===== src/inc/tap_trim_pkg.sv =====
// constants and types shared by the tap timing and offset trim block
package tap_trim_pkg;
  // register indices (printed offsets are not multiples of four: byte address = 4 * index)
  localparam logic [7:0] idx_tap_threshold = 8'h2f;
  localparam logic [7:0] idx_tap_duration = 8'h30;
  localparam logic [7:0] idx_first_tap_latency = 8'h31;
  localparam logic [7:0] idx_second_tap_window = 8'h32;
  localparam logic [7:0] idx_x_axis_offset_trim = 8'h33;
  localparam logic [7:0] idx_y_axis_offset_trim = 8'h34;
  localparam logic [7:0] idx_z_axis_offset_trim = 8'h35;
  localparam logic [7:0] idx_factory_trim = 8'h3a;
  localparam logic [7:0] idx_irq_status = 8'h3b;
  localparam logic [7:0] idx_irq_mask = 8'h3c;
  localparam logic [7:0] idx_tap_status = 8'h3d;
  // reset values
  localparam logic [7:0] rst_byte = 8'h00;
  localparam logic [4:0] rst_trim = 5'h00;
  // field layout
  localparam int trim_msb = 4;
  localparam int trim_w = 5;
  localparam int accel_w = 14;
  // offset weight: 15 mg per trim count, accel output at 0.25 mg per lsb
  localparam int trim_mg_per_lsb_x100 = 1500;
  localparam int accel_mg_per_lsb_x100 = 25;
  localparam int trim_gain = trim_mg_per_lsb_x100 / accel_mg_per_lsb_x100;
  // timing
  localparam int clk_hz = 40000000;
  localparam int latency_tick_us_x100 = 125000;
  localparam int duration_tick_us_x100 = 62500;
  // divide first so the product stays inside 32 bits
  localparam int latency_tick_cycles = (clk_hz / 100000) * latency_tick_us_x100 / 1000;
  localparam int duration_tick_cycles = (clk_hz / 100000) * duration_tick_us_x100 / 1000;
  // interrupt bits
  localparam int irq_single = 0;
  localparam int irq_double = 1;
  localparam int irq_w = 2;
  typedef enum logic [1:0] {
    st_idle = 2'b00,
    st_above = 2'b01,
    st_latency = 2'b10,
    st_window = 2'b11
  } tap_state_t;
endpackage : tap_trim_pkg


===== src/inc/trim_if.sv =====
// per-axis trim values and factory trim passed to the offset adder
interface trim_if;
  logic signed [4:0] user_trim [3];
  logic signed [4:0] factory_trim;
  modport src (output user_trim, output factory_trim);
  modport dst (input user_trim, input factory_trim);
endinterface : trim_if


===== src/rtl/offset_apply.sv =====
// applies user plus factory offset trim to each axis sample
module offset_apply (
  // clock and reset
  input wire logic pclk,
  input wire logic presetn,
  // trims
  trim_if.dst trims,
  // samples
  input wire logic signed [13:0] raw [3],
  output logic signed [13:0] corr [3]
);
  genvar a;
  generate
    for (a = 0; a < 3; a++) begin : g_axis
      logic signed [6:0] sum;
      logic signed [6:0] lim;
      logic signed [15:0] adj;
      logic signed [16:0] res;
      logic signed [13:0] sat;
      // both trims share one 5-bit headroom, so the total saturates there
      assign sum = 7'(trims.user_trim[a]) + 7'(trims.factory_trim);
      assign lim = (sum > 7'sd15) ? 7'sd15 : ((sum < -7'sd16) ? -7'sd16 : sum);
      assign adj = 16'(lim) * 16'(tap_trim_pkg::trim_gain);
      assign res = 17'(raw[a]) + 17'(adj);
      assign sat = (res > 17'sd8191) ? 14'sh1fff : ((res < -17'sd8192) ? 14'sh2000 : res[13:0]);
      always_ff @(posedge pclk or negedge presetn) begin
        if (!presetn) begin
          corr[a] <= 14'sh0000;
        end else begin
          corr[a] <= sat;
        end
      end
    end
  endgenerate
endmodule : offset_apply


===== src/rtl/tap_timing_offset_trim_regs.sv =====
// tap timing and axis offset trim register bank with tap detector
//
// Implementation choice: the APB register port.
module tap_timing_offset_trim_regs (
  // clock and reset
  input wire logic pclk,
  input wire logic presetn,
  // apb slave
  input wire logic psel,
  input wire logic penable,
  input wire logic pwrite,
  input wire logic [11:0] paddr,
  input wire logic [31:0] pwdata,
  input wire logic [3:0] pstrb,
  output logic [31:0] prdata,
  output logic pready,
  output logic pslverr,
  // sample path
  input wire logic sample_valid,
  input wire logic [7:0] tap_magnitude,
  input wire logic signed [13:0] raw_x,
  input wire logic signed [13:0] raw_y,
  input wire logic signed [13:0] raw_z,
  output logic signed [13:0] corr_x,
  output logic signed [13:0] corr_y,
  output logic signed [13:0] corr_z,
  // events
  output logic single_tap,
  output logic double_tap,
  output logic irq
);
  logic [7:0] threshold_reg;
  logic [7:0] duration_reg;
  logic [7:0] latency_reg;
  logic [7:0] window_reg;
  logic [4:0] trim_reg [3];
  logic [4:0] factory_reg;
  logic [1:0] irq_status_reg;
  logic [1:0] irq_mask_reg;
  logic single_reg;
  logic double_reg;
  tap_trim_pkg::tap_state_t state_reg;
  tap_trim_pkg::tap_state_t state_next;
  logic [8:0] above_cnt_reg;
  logic [8:0] time_cnt_reg;
  logic first_done_reg;
  logic [31:0] prdata_reg;

  // bus decode: registers are word aligned, index is paddr[9:2]
  logic [7:0] idx;
  logic acc;
  logic wr;
  logic rd;
  logic hit;
  logic addr_ok;
  logic wr_en;
  assign idx = paddr[9:2];
  assign acc = psel && penable;
  assign hit = (idx >= tap_trim_pkg::idx_tap_threshold && idx <= tap_trim_pkg::idx_z_axis_offset_trim)
      || (idx >= tap_trim_pkg::idx_factory_trim && idx <= tap_trim_pkg::idx_tap_status);
  // upper address bits must be zero, else the index would alias
  assign addr_ok = hit && (paddr[1:0] == 2'h0) && (paddr[11:10] == 2'h0);
  assign wr = acc && pwrite;
  // read data loaded in the setup cycle so it stands at the access edge
  assign rd = psel && !penable && !pwrite;
  assign wr_en = wr && addr_ok && pstrb[0];
  assign pready = 1'b1;
  assign pslverr = acc && !addr_ok;
  assign prdata = prdata_reg;

  function automatic logic wsel(input logic [7:0] i, input logic [7:0] r);
    wsel = (i == r);
  endfunction : wsel

  logic [7:0] rd_mux;
  assign rd_mux =
      (idx == tap_trim_pkg::idx_tap_threshold) ? threshold_reg :
      (idx == tap_trim_pkg::idx_tap_duration) ? duration_reg :
      (idx == tap_trim_pkg::idx_first_tap_latency) ? latency_reg :
      (idx == tap_trim_pkg::idx_second_tap_window) ? window_reg :
      (idx == tap_trim_pkg::idx_x_axis_offset_trim) ? {3'h0, trim_reg[0]} :
      (idx == tap_trim_pkg::idx_y_axis_offset_trim) ? {3'h0, trim_reg[1]} :
      (idx == tap_trim_pkg::idx_z_axis_offset_trim) ? {3'h0, trim_reg[2]} :
      (idx == tap_trim_pkg::idx_factory_trim) ? {3'h0, factory_reg} :
      (idx == tap_trim_pkg::idx_irq_status) ? {6'h00, irq_status_reg} :
      (idx == tap_trim_pkg::idx_irq_mask) ? {6'h00, irq_mask_reg} :
      (idx == tap_trim_pkg::idx_tap_status) ? {5'h00, (state_reg != tap_trim_pkg::st_idle), double_reg, single_reg} :
      8'h00;

  always_ff @(posedge pclk or negedge presetn) begin
    if (!presetn) begin
      prdata_reg <= 32'h00000000;
    end else if (rd) begin
      prdata_reg <= addr_ok ? {24'h000000, rd_mux} : 32'h00000000;
    end
  end

  // configuration registers
  always_ff @(posedge pclk or negedge presetn) begin
    if (!presetn) begin
      threshold_reg <= tap_trim_pkg::rst_byte;
      duration_reg <= tap_trim_pkg::rst_byte;
      latency_reg <= tap_trim_pkg::rst_byte;
      window_reg <= tap_trim_pkg::rst_byte;
      factory_reg <= tap_trim_pkg::rst_trim;
      irq_mask_reg <= 2'h0;
    end else if (wr_en) begin
      if (wsel(idx, tap_trim_pkg::idx_tap_threshold)) threshold_reg <= pwdata[7:0];
      if (wsel(idx, tap_trim_pkg::idx_tap_duration)) duration_reg <= pwdata[7:0];
      if (wsel(idx, tap_trim_pkg::idx_first_tap_latency)) latency_reg <= pwdata[7:0];
      if (wsel(idx, tap_trim_pkg::idx_second_tap_window)) window_reg <= pwdata[7:0];
      if (wsel(idx, tap_trim_pkg::idx_factory_trim)) factory_reg <= pwdata[4:0];
      if (wsel(idx, tap_trim_pkg::idx_irq_mask)) irq_mask_reg <= pwdata[1:0];
    end
  end

  genvar a;
  generate
    for (a = 0; a < 3; a++) begin : g_trim
      logic sel;
      assign sel = wr_en && (idx == tap_trim_pkg::idx_x_axis_offset_trim + 8'(a));
      always_ff @(posedge pclk or negedge presetn) begin
        if (!presetn) begin
          trim_reg[a] <= tap_trim_pkg::rst_trim;
        end else if (sel) begin
          trim_reg[a] <= pwdata[tap_trim_pkg::trim_msb:0];
        end
      end
    end
  endgenerate

  // offset path
  trim_if trims ();
  assign trims.user_trim[0] = $signed(trim_reg[0]);
  assign trims.user_trim[1] = $signed(trim_reg[1]);
  assign trims.user_trim[2] = $signed(trim_reg[2]);
  assign trims.factory_trim = $signed(factory_reg);
  logic signed [13:0] raw_v [3];
  logic signed [13:0] corr_v [3];
  assign raw_v[0] = raw_x;
  assign raw_v[1] = raw_y;
  assign raw_v[2] = raw_z;
  assign corr_x = corr_v[0];
  assign corr_y = corr_v[1];
  assign corr_z = corr_v[2];
  offset_apply u_offset (
    .pclk(pclk),
    .presetn(presetn),
    .trims(trims.dst),
    .raw(raw_v),
    .corr(corr_v)
  );

  // timer ticks
  logic lat_tick;
  logic dur_tick;
  tick_gen #(.period(tap_trim_pkg::latency_tick_cycles)) u_lat_tick (
    .pclk(pclk),
    .presetn(presetn),
    .tick(lat_tick)
  );
  tick_gen #(.period(tap_trim_pkg::duration_tick_cycles)) u_dur_tick (
    .pclk(pclk),
    .presetn(presetn),
    .tick(dur_tick)
  );

  // tap detector
  logic enabled;
  logic above;
  logic tap_end;
  logic tap_ok;
  logic time_up;
  assign enabled = (threshold_reg != 8'h00);
  assign above = enabled && sample_valid && (tap_magnitude > threshold_reg);
  assign tap_end = sample_valid && !(tap_magnitude > threshold_reg);
  // duration is a maximum: a long push is not a tap
  assign tap_ok = (above_cnt_reg <= {1'b0, duration_reg});
  assign time_up = lat_tick && (time_cnt_reg == 9'h000);

  always_comb begin
    state_next = state_reg;
    case (state_reg)
      tap_trim_pkg::st_idle: begin
        if (above) state_next = tap_trim_pkg::st_above;
      end
      tap_trim_pkg::st_above: begin
        if (!enabled) state_next = tap_trim_pkg::st_idle;
        else if (tap_end) state_next = (tap_ok && !first_done_reg && latency_reg != 8'h00)
            ? tap_trim_pkg::st_latency : tap_trim_pkg::st_idle;
      end
      tap_trim_pkg::st_latency: begin
        if (!enabled) state_next = tap_trim_pkg::st_idle;
        else if (time_up) state_next = (window_reg == 8'h00) ? tap_trim_pkg::st_idle : tap_trim_pkg::st_window;
      end
      tap_trim_pkg::st_window: begin
        if (!enabled || time_up) state_next = tap_trim_pkg::st_idle;
        else if (above) state_next = tap_trim_pkg::st_above;
      end
      default: state_next = tap_trim_pkg::st_idle;
    endcase
  end

  logic single_ev;
  logic double_ev;
  logic enter_above;
  // a single tap is reported at its end when latency is zero, or when the second-tap window runs out
  assign single_ev = (state_reg == tap_trim_pkg::st_above && enabled && tap_end && tap_ok && !first_done_reg
      && latency_reg == 8'h00)
      || (state_reg == tap_trim_pkg::st_window && enabled && time_up);
  assign double_ev = state_reg == tap_trim_pkg::st_above && enabled && tap_end && tap_ok && first_done_reg;
  assign enter_above = state_next == tap_trim_pkg::st_above && state_reg != tap_trim_pkg::st_above;

  always_ff @(posedge pclk or negedge presetn) begin
    if (!presetn) begin
      state_reg <= tap_trim_pkg::st_idle;
      above_cnt_reg <= 9'h000;
      time_cnt_reg <= 9'h000;
      first_done_reg <= 1'b0;
      single_reg <= 1'b0;
      double_reg <= 1'b0;
    end else begin
      state_reg <= state_next;
      single_reg <= single_ev;
      double_reg <= double_ev;
      if (enter_above) above_cnt_reg <= 9'h000;
      else if (dur_tick && above_cnt_reg != 9'h1ff) above_cnt_reg <= above_cnt_reg + 9'h001;
      if (state_next == tap_trim_pkg::st_latency && state_reg != tap_trim_pkg::st_latency) begin
        time_cnt_reg <= {1'b0, latency_reg} - 9'h001;
      end else if (state_next == tap_trim_pkg::st_window && state_reg == tap_trim_pkg::st_latency) begin
        time_cnt_reg <= {1'b0, window_reg} - 9'h001;
      end else if (lat_tick && time_cnt_reg != 9'h000) begin
        time_cnt_reg <= time_cnt_reg - 9'h001;
      end
      if (state_next == tap_trim_pkg::st_idle || state_next == tap_trim_pkg::st_latency) first_done_reg <= 1'b0;
      if (state_reg == tap_trim_pkg::st_window && state_next == tap_trim_pkg::st_above) first_done_reg <= 1'b1;
    end
  end
  assign single_tap = single_reg;
  assign double_tap = double_reg;

  // sticky interrupt status: set beats write-one-to-clear
  logic [1:0] irq_set;
  logic [1:0] irq_clr;
  assign irq_set = {double_ev, single_ev};
  assign irq_clr = (wr_en && idx == tap_trim_pkg::idx_irq_status) ? pwdata[1:0] : 2'h0;
  always_ff @(posedge pclk or negedge presetn) begin
    if (!presetn) begin
      irq_status_reg <= 2'h0;
    end else begin
      irq_status_reg <= (irq_status_reg & ~irq_clr) | irq_set;
    end
  end
  assign irq = |(irq_status_reg & irq_mask_reg);

  a_zero_thresh_idle: assert property (@(posedge pclk) disable iff (!presetn)
      (threshold_reg == 8'h00) |=> ##1 !single_reg && !double_reg)
    else $error("tap reported with zero threshold");
  a_no_double_lat0: assert property (@(posedge pclk) disable iff (!presetn)
      (state_reg == tap_trim_pkg::st_above && latency_reg == 8'h00 && !first_done_reg && tap_end)
      |-> state_next != tap_trim_pkg::st_latency)
    else $error("double tap search opened with zero latency");
  a_double_in_window: assert property (@(posedge pclk) disable iff (!presetn)
      (state_reg == tap_trim_pkg::st_idle && state_next == tap_trim_pkg::st_above) |=> !first_done_reg)
    else $error("tap from idle taken as second tap");
  a_latency_ignores: assert property (@(posedge pclk) disable iff (!presetn)
      (state_reg == tap_trim_pkg::st_latency && above) |=> state_reg != tap_trim_pkg::st_above)
    else $error("tap accepted during latency");
  a_long_push_rejected: assert property (@(posedge pclk) disable iff (!presetn)
      (state_reg == tap_trim_pkg::st_above && above_cnt_reg > {1'b0, duration_reg}) |-> !single_ev && !double_ev)
    else $error("over-long push counted as tap");
  a_offset_rsv_zero: assert property (@(posedge pclk) disable iff (!presetn)
      (rd && idx == tap_trim_pkg::idx_y_axis_offset_trim) |=> prdata[7:5] == 3'h0)
    else $error("offset reserved bits not zero");
  a_window_write: assert property (@(posedge pclk) disable iff (!presetn)
      (wr_en && idx == tap_trim_pkg::idx_second_tap_window) |=> window_reg == $past(pwdata[7:0]))
    else $error("window write lost");
  a_latency_write: assert property (@(posedge pclk) disable iff (!presetn)
      (wr_en && idx == tap_trim_pkg::idx_first_tap_latency) |=> latency_reg == $past(pwdata[7:0]))
    else $error("latency write lost");
  a_trim_sign: assert property (@(posedge pclk) disable iff (!presetn)
      trims.user_trim[0] < 0 |-> trim_reg[0][4])
    else $error("trim sign bit misread");
  a_irq_sticky: assert property (@(posedge pclk) disable iff (!presetn)
      single_ev |=> irq_status_reg[tap_trim_pkg::irq_single])
    else $error("single tap status not set");
  c_single: cover property (@(posedge pclk) disable iff (!presetn) single_ev);
  c_double: cover property (@(posedge pclk) disable iff (!presetn) double_ev);
  c_window: cover property (@(posedge pclk) disable iff (!presetn) state_reg == tap_trim_pkg::st_window);
  c_irq: cover property (@(posedge pclk) disable iff (!presetn) irq);
  c_long_push: cover property (@(posedge pclk) disable iff (!presetn)
      state_reg == tap_trim_pkg::st_above && tap_end && !tap_ok);
endmodule : tap_timing_offset_trim_regs


===== src/rtl/tick_gen.sv =====
// free-running tick generator for the tap timers
module tick_gen #(
  parameter int period = 50000
) (
  // clock and reset
  input wire logic pclk,
  input wire logic presetn,
  // tick out
  output logic tick
);
  logic [31:0] cnt_reg;
  logic wrap;
  assign wrap = (cnt_reg == 32'(period - 1));
  assign tick = wrap;
  always_ff @(posedge pclk or negedge presetn) begin
    if (!presetn) begin
      cnt_reg <= 32'h00000000;
    end else begin
      cnt_reg <= wrap ? 32'h00000000 : cnt_reg + 32'h00000001;
    end
  end
endmodule : tick_gen


===== config.mk =====
export PLATFORM = sky130hd
export DESIGN_NAME = tap_timing_offset_trim_regs
export DESIGN_NICKNAME = d
export VERILOG_FILES = /design/src/inc/tap_trim_pkg.sv /design/src/inc/trim_if.sv /design/src/rtl/offset_apply.sv /design/src/rtl/tap_timing_offset_trim_regs.sv /design/src/rtl/tick_gen.sv
export SDC_FILE = /design/constraint.sdc
export NUM_CORES = 1
export LEC_CHECK = 0
export BUFFER_PORTS_ARGS = -buffer_cell sky130_fd_sc_hd__clkbuf_2
export CORE_UTILIZATION = 50
export DETAILED_ROUTE_END_ITERATION = 8
export PLACE_DENSITY = 0.74
export SYNTH_ARGS = -nofsm -noshare
export SYNTH_HDL_FRONTEND = slang
export SYNTH_SLANG_ARGS = --single-unit

===== constraint.sdc =====
create_clock -name pclk -period 6.4 [get_ports pclk]
set_clock_uncertainty 0.05 [all_clocks]
set_input_delay 1.92 -clock pclk [delete_from_list [all_inputs] [get_ports pclk]]
set_output_delay 1.92 -clock pclk [all_outputs]
set_load 0.01 [all_outputs]

==> out/results.txt <==
Post-synth EDFFs - 0
DRT antenna net count - 0
Pleak - 8.151 nW
Total length of routed wires - 34310 um
Die X - 166.7 um
Site row count - 59
Ys async rst share - 1.000
FMAX - 0.1596 GHz
Register area share after synthesis - 0.3560
Simple-gate share of the synthesized area - 0.1586
Drt pass-1 iters - 7
Cell mode on critical path - a21oi_2
Setup slack, reg-to-reg - 0.14 ns
I/O pin cnt - 183
Vias in the first global route - 11120
Peak VDD IR - 0.0001786 V
Worst R2R End - u_offset.corr[17]$_DFF_PN0_
Worst EP required - 6.71 ns
Hold Crit Depth - 1
Maximum buffer depth of the clock tree - 2
Largest net degree at the start of global routing - 113
Fin crit share - 0.9789
Delay-heaviest family, CP - adder cells
CP max stage delay - 0.46 ns
Worst slew pin tran - 0.9237 ns
Final Max Slew Viols - 0
Core footprint - 26350 um^2
Yosys cell types - 74
Complex-gate fraction of the synthesized area - 0.1282
GRT Total Usage - 0.2412
Share of cells above drive strength 1 - 0.2643
Area of the multi-input gates - 8768 um^2
Root Driver - clkbuf_16
Largest family of logic cells by synthesized area - simple AND/OR/NAND/NOR gates
DRT iter0 DRCs - 808
Post-DP Area - 15140 um^2
Num CTS Buffers - 17
Via/cell ratio - 5.634
CTS tree - built
Fillers - 2063
Final nets - 1904
Rel. slew slack - 0.3842
CP max stage cell - dfrtp_2
Core Util, Final - 0.6235
Hpwl dp - 24730 um
Port bufs - 130
CTS H-tree depth - 4
CTS hold repair buffers - 0
Final setup vio count - 0
RSZ-0062 raised after global routing - true
Cell Area, Synth - 13570 um^2
Syn Inst Count - 1419
Ys flop type - dfrtp_1
Max FFs per register - 42
DR vias - 11240
Synth Warn # - 0
Die H - 166.7 um
Hold path start - u_dur_tick.cnt_reg[0]$_DFF_PN0_
Area growth, synth to finish - 21.13%
Initial antenna violation count - 3
FF-to-FF path depth - 30
Outcome - finished, final reports clean
Crit path arrival time - 6.58 ns
Post-Synth Adder-Cell Area - 0.1555
Wire length per cell - 17.21 um
Avg Cell Area, Syn - 9.560 um^2
Die ar. - 27790 um^2
Tmin final - 6.265 ns
Worst Setup Path Type - reg -> reg
Design Area, Final - 16430 um^2
DRC errors left - 0
Grt ovf - 0
Worst Path Max Fanout - 7
Reg clk slew, reported paths - 0.08 ns
Clk sinks - 193
XOR/XNOR share of the synthesized area - 0.09878
Total of max-cap violations - 0
Startpoint Class - register
Worst path bufs/invs - 4
Register area - 4832 um^2
Worst Setup SP - factory_reg[0]$_DFFE_PN0P_
Hold Crit Class - reg -> reg
Worst r2r src - factory_reg[0]$_DFFE_PN0P_
Synthesis-stage register bit count - 193
Initial Utilization - 0.5147
Final Hold Vio Count - 0
Endpoint, Worst Hold - u_dur_tick.cnt_reg[0]$_DFF_PN0_
Mux share of post-synthesis cell area - 0.05626
Pwr Density - 182.2 nW/um^2
GPL Wtd Cong - 0.9157
Clock Latency Late Sink - 0.44 ns
Crit end category - register
First-pass GRT wire length - 54300 um
-- stage by stage --
stage / setup TNS, ns / setup slack [ns] / power [mW] / hold slack (ns) / std cells
4_1_cts: 0 / 0.004862 / 2.993 / 0.4210 / 1977
3_5_place_dp: -5.358 / -0.2578 / 1.876 / 0.4018 / 1945
3_3_place_gp: -0.8519 / -0.1224 / 1.861 / 0.3894 / 1945
6_report: 0 / 0.1351 / 2.994 / 0.4138 / 1994
2_1_floorplan: 0 / 0.05709 / 1.705 / 0.3751 / 1442
5_1_grt: -3.342 / -0.1516 / 3.125 / 0.4419 / 1992
-- worst reg2reg max path, delay by kind of cell (launching register included) --
family | cells | cell delay (ns)
fa+ha+maj | 7 | 2.14
simple gates | 5 | 0.60
xor+xnor | 4 | 0.61
flops | 1 | 0.46
compound gates | 10 | 1.73
buf+inv | 4 | 0.60
-- synthesized netlist by cell type, drive strengths merged (4+ instances only) --
cell | count | area share
nor2 | 118 | 0.033
a31o | 7 | 0.0045
inv | 92 | 0.025
nand4 | 24 | 0.011
a31oi | 10 | 0.0046
nand3 | 40 | 0.015
a211oi | 6 | 0.0033
ha | 135 | 0.12
xnor2 | 99 | 0.064
nand2 | 109 | 0.030
a221oi | 4 | 0.0030
and4 | 4 | 0.0026
o21bai | 10 | 0.0055
clkbuf | 21 | 0.0058
a32oi | 5 | 0.0046
dfrtp | 193 | 0.36
a21oi | 82 | 0.030
xor2 | 54 | 0.035
o221ai | 4 | 0.0026
o21a | 13 | 0.0072
buf | 28 | 0.015
o21ai | 66 | 0.024
nor3 | 14 | 0.0052
and3 | 26 | 0.012
mux2i | 14 | 0.010
or2 | 5 | 0.0025
nand2b | 14 | 0.0065
fa | 21 | 0.031
o31ai | 7 | 0.0039
a21o | 18 | 0.010
nor4 | 24 | 0.012
and2 | 11 | 0.0051
or4 | 8 | 0.0047
a22oi | 5 | 0.0028
mux2 | 55 | 0.046
nor2b | 24 | 0.011
-- area by class of cell --
class                      count  area share
clock buffer                  17     0.02589
antenna                        2   0.0003046
clock inverter                15     0.01112
timing repair buffer         232     0.08848
multi-input combinational   1108      0.5336
tap                          335     0.02551
inverter                      92     0.02102
sequential                   193      0.2941
-- placed cells by master (no fill, tap or decap), types with 7 or more instances in the layout --
| cell type | synthesis | final |
|---|---|---|
| nor3_1 | 14 | 14 |
| a21o_1 | 18 | 18 |
| o21ai_0 | 64 | 59 |
| nor4_1 | 23 | 23 |
| nor2b_1 | 24 | 23 |
| fa_1 | 21 | 19 |
| nand2_1 | 109 | 107 |
| mux2_2 | 54 | 54 |
| dfrtp_1 | 193 | 191 |
| xor2_1 | 54 | 51 |
| nor2_1 | 117 | 101 |
| and2_1 | 11 | 7 |
| clkbuf_16 | 0 | 17 |
| o21a_1 | 13 | 13 |
| mux2i_1 | 14 | 14 |
| clkbuf_2 | 0 | 129 |
| ha_1 | 135 | 120 |
| nor2_4 | 0 | 9 |
| a31o_2 | 7 | 7 |
| inv_1 | 92 | 88 |
| buf_4 | 25 | 99 |
| nor2_2 | 1 | 8 |
| nand2b_1 | 14 | 13 |
| a31oi_1 | 10 | 10 |
| nand4_1 | 24 | 24 |
| ha_4 | 0 | 13 |
| nand3_1 | 39 | 39 |
| xnor2_1 | 99 | 92 |
| a21oi_1 | 82 | 54 |
| xnor2_2 | 0 | 7 |
| a21oi_2 | 0 | 27 |
| and3_1 | 26 | 26 |
| conb_1 | 2 | 25 |
-- routing by layer --
layer  up-vias  global-route usage  share of wire
li1       5395                   -              -
met1      5466              0.3060           0.43
met2       309              0.4205           0.50
met3        63             0.04087          0.049
met4         2             0.07206          0.023
met5         -                   0        0.00038
-- repair_timing --
action	4_1_cts	5_1_grt
cloned	0	1
setup endpoints to repair	37	40
gates resized for setup	25	100
hold endpoints to repair	0	0
pin swaps	2	46
setup buffers	0	14
-- kinds of logic after synthesis --
family | Yosys count
mux | 69
other cells | 2
flops | 193
buf+inv | 141
xor+xnor | 153
simple gates | 434
fa+ha+maj | 156
compound gates | 271
-- where the power goes --
part,switching (mW),internal (mW)
combinational,0.305,0.230
clock,0.553,0.565
sequential,0.0602,1.28
total,0.919,2.08
-- how the worst max path moves through the flow --
stage	to	cells after the start
finish	u_offset.corr[17]$_DFF_PN0_	30
global route	u_offset.corr[19]$_DFF_PN0_	30
CTS	u_offset.corr[39]$_DFF_PN0_	30
detailed placement	u_offset.corr[39]$_DFF_PN0_	30
global placement	u_offset.corr[4]$_DFF_PN0_	30
floorplan	u_offset.corr[39]$_DFF_PN0_	30
(Power assumes the default switching activity.)
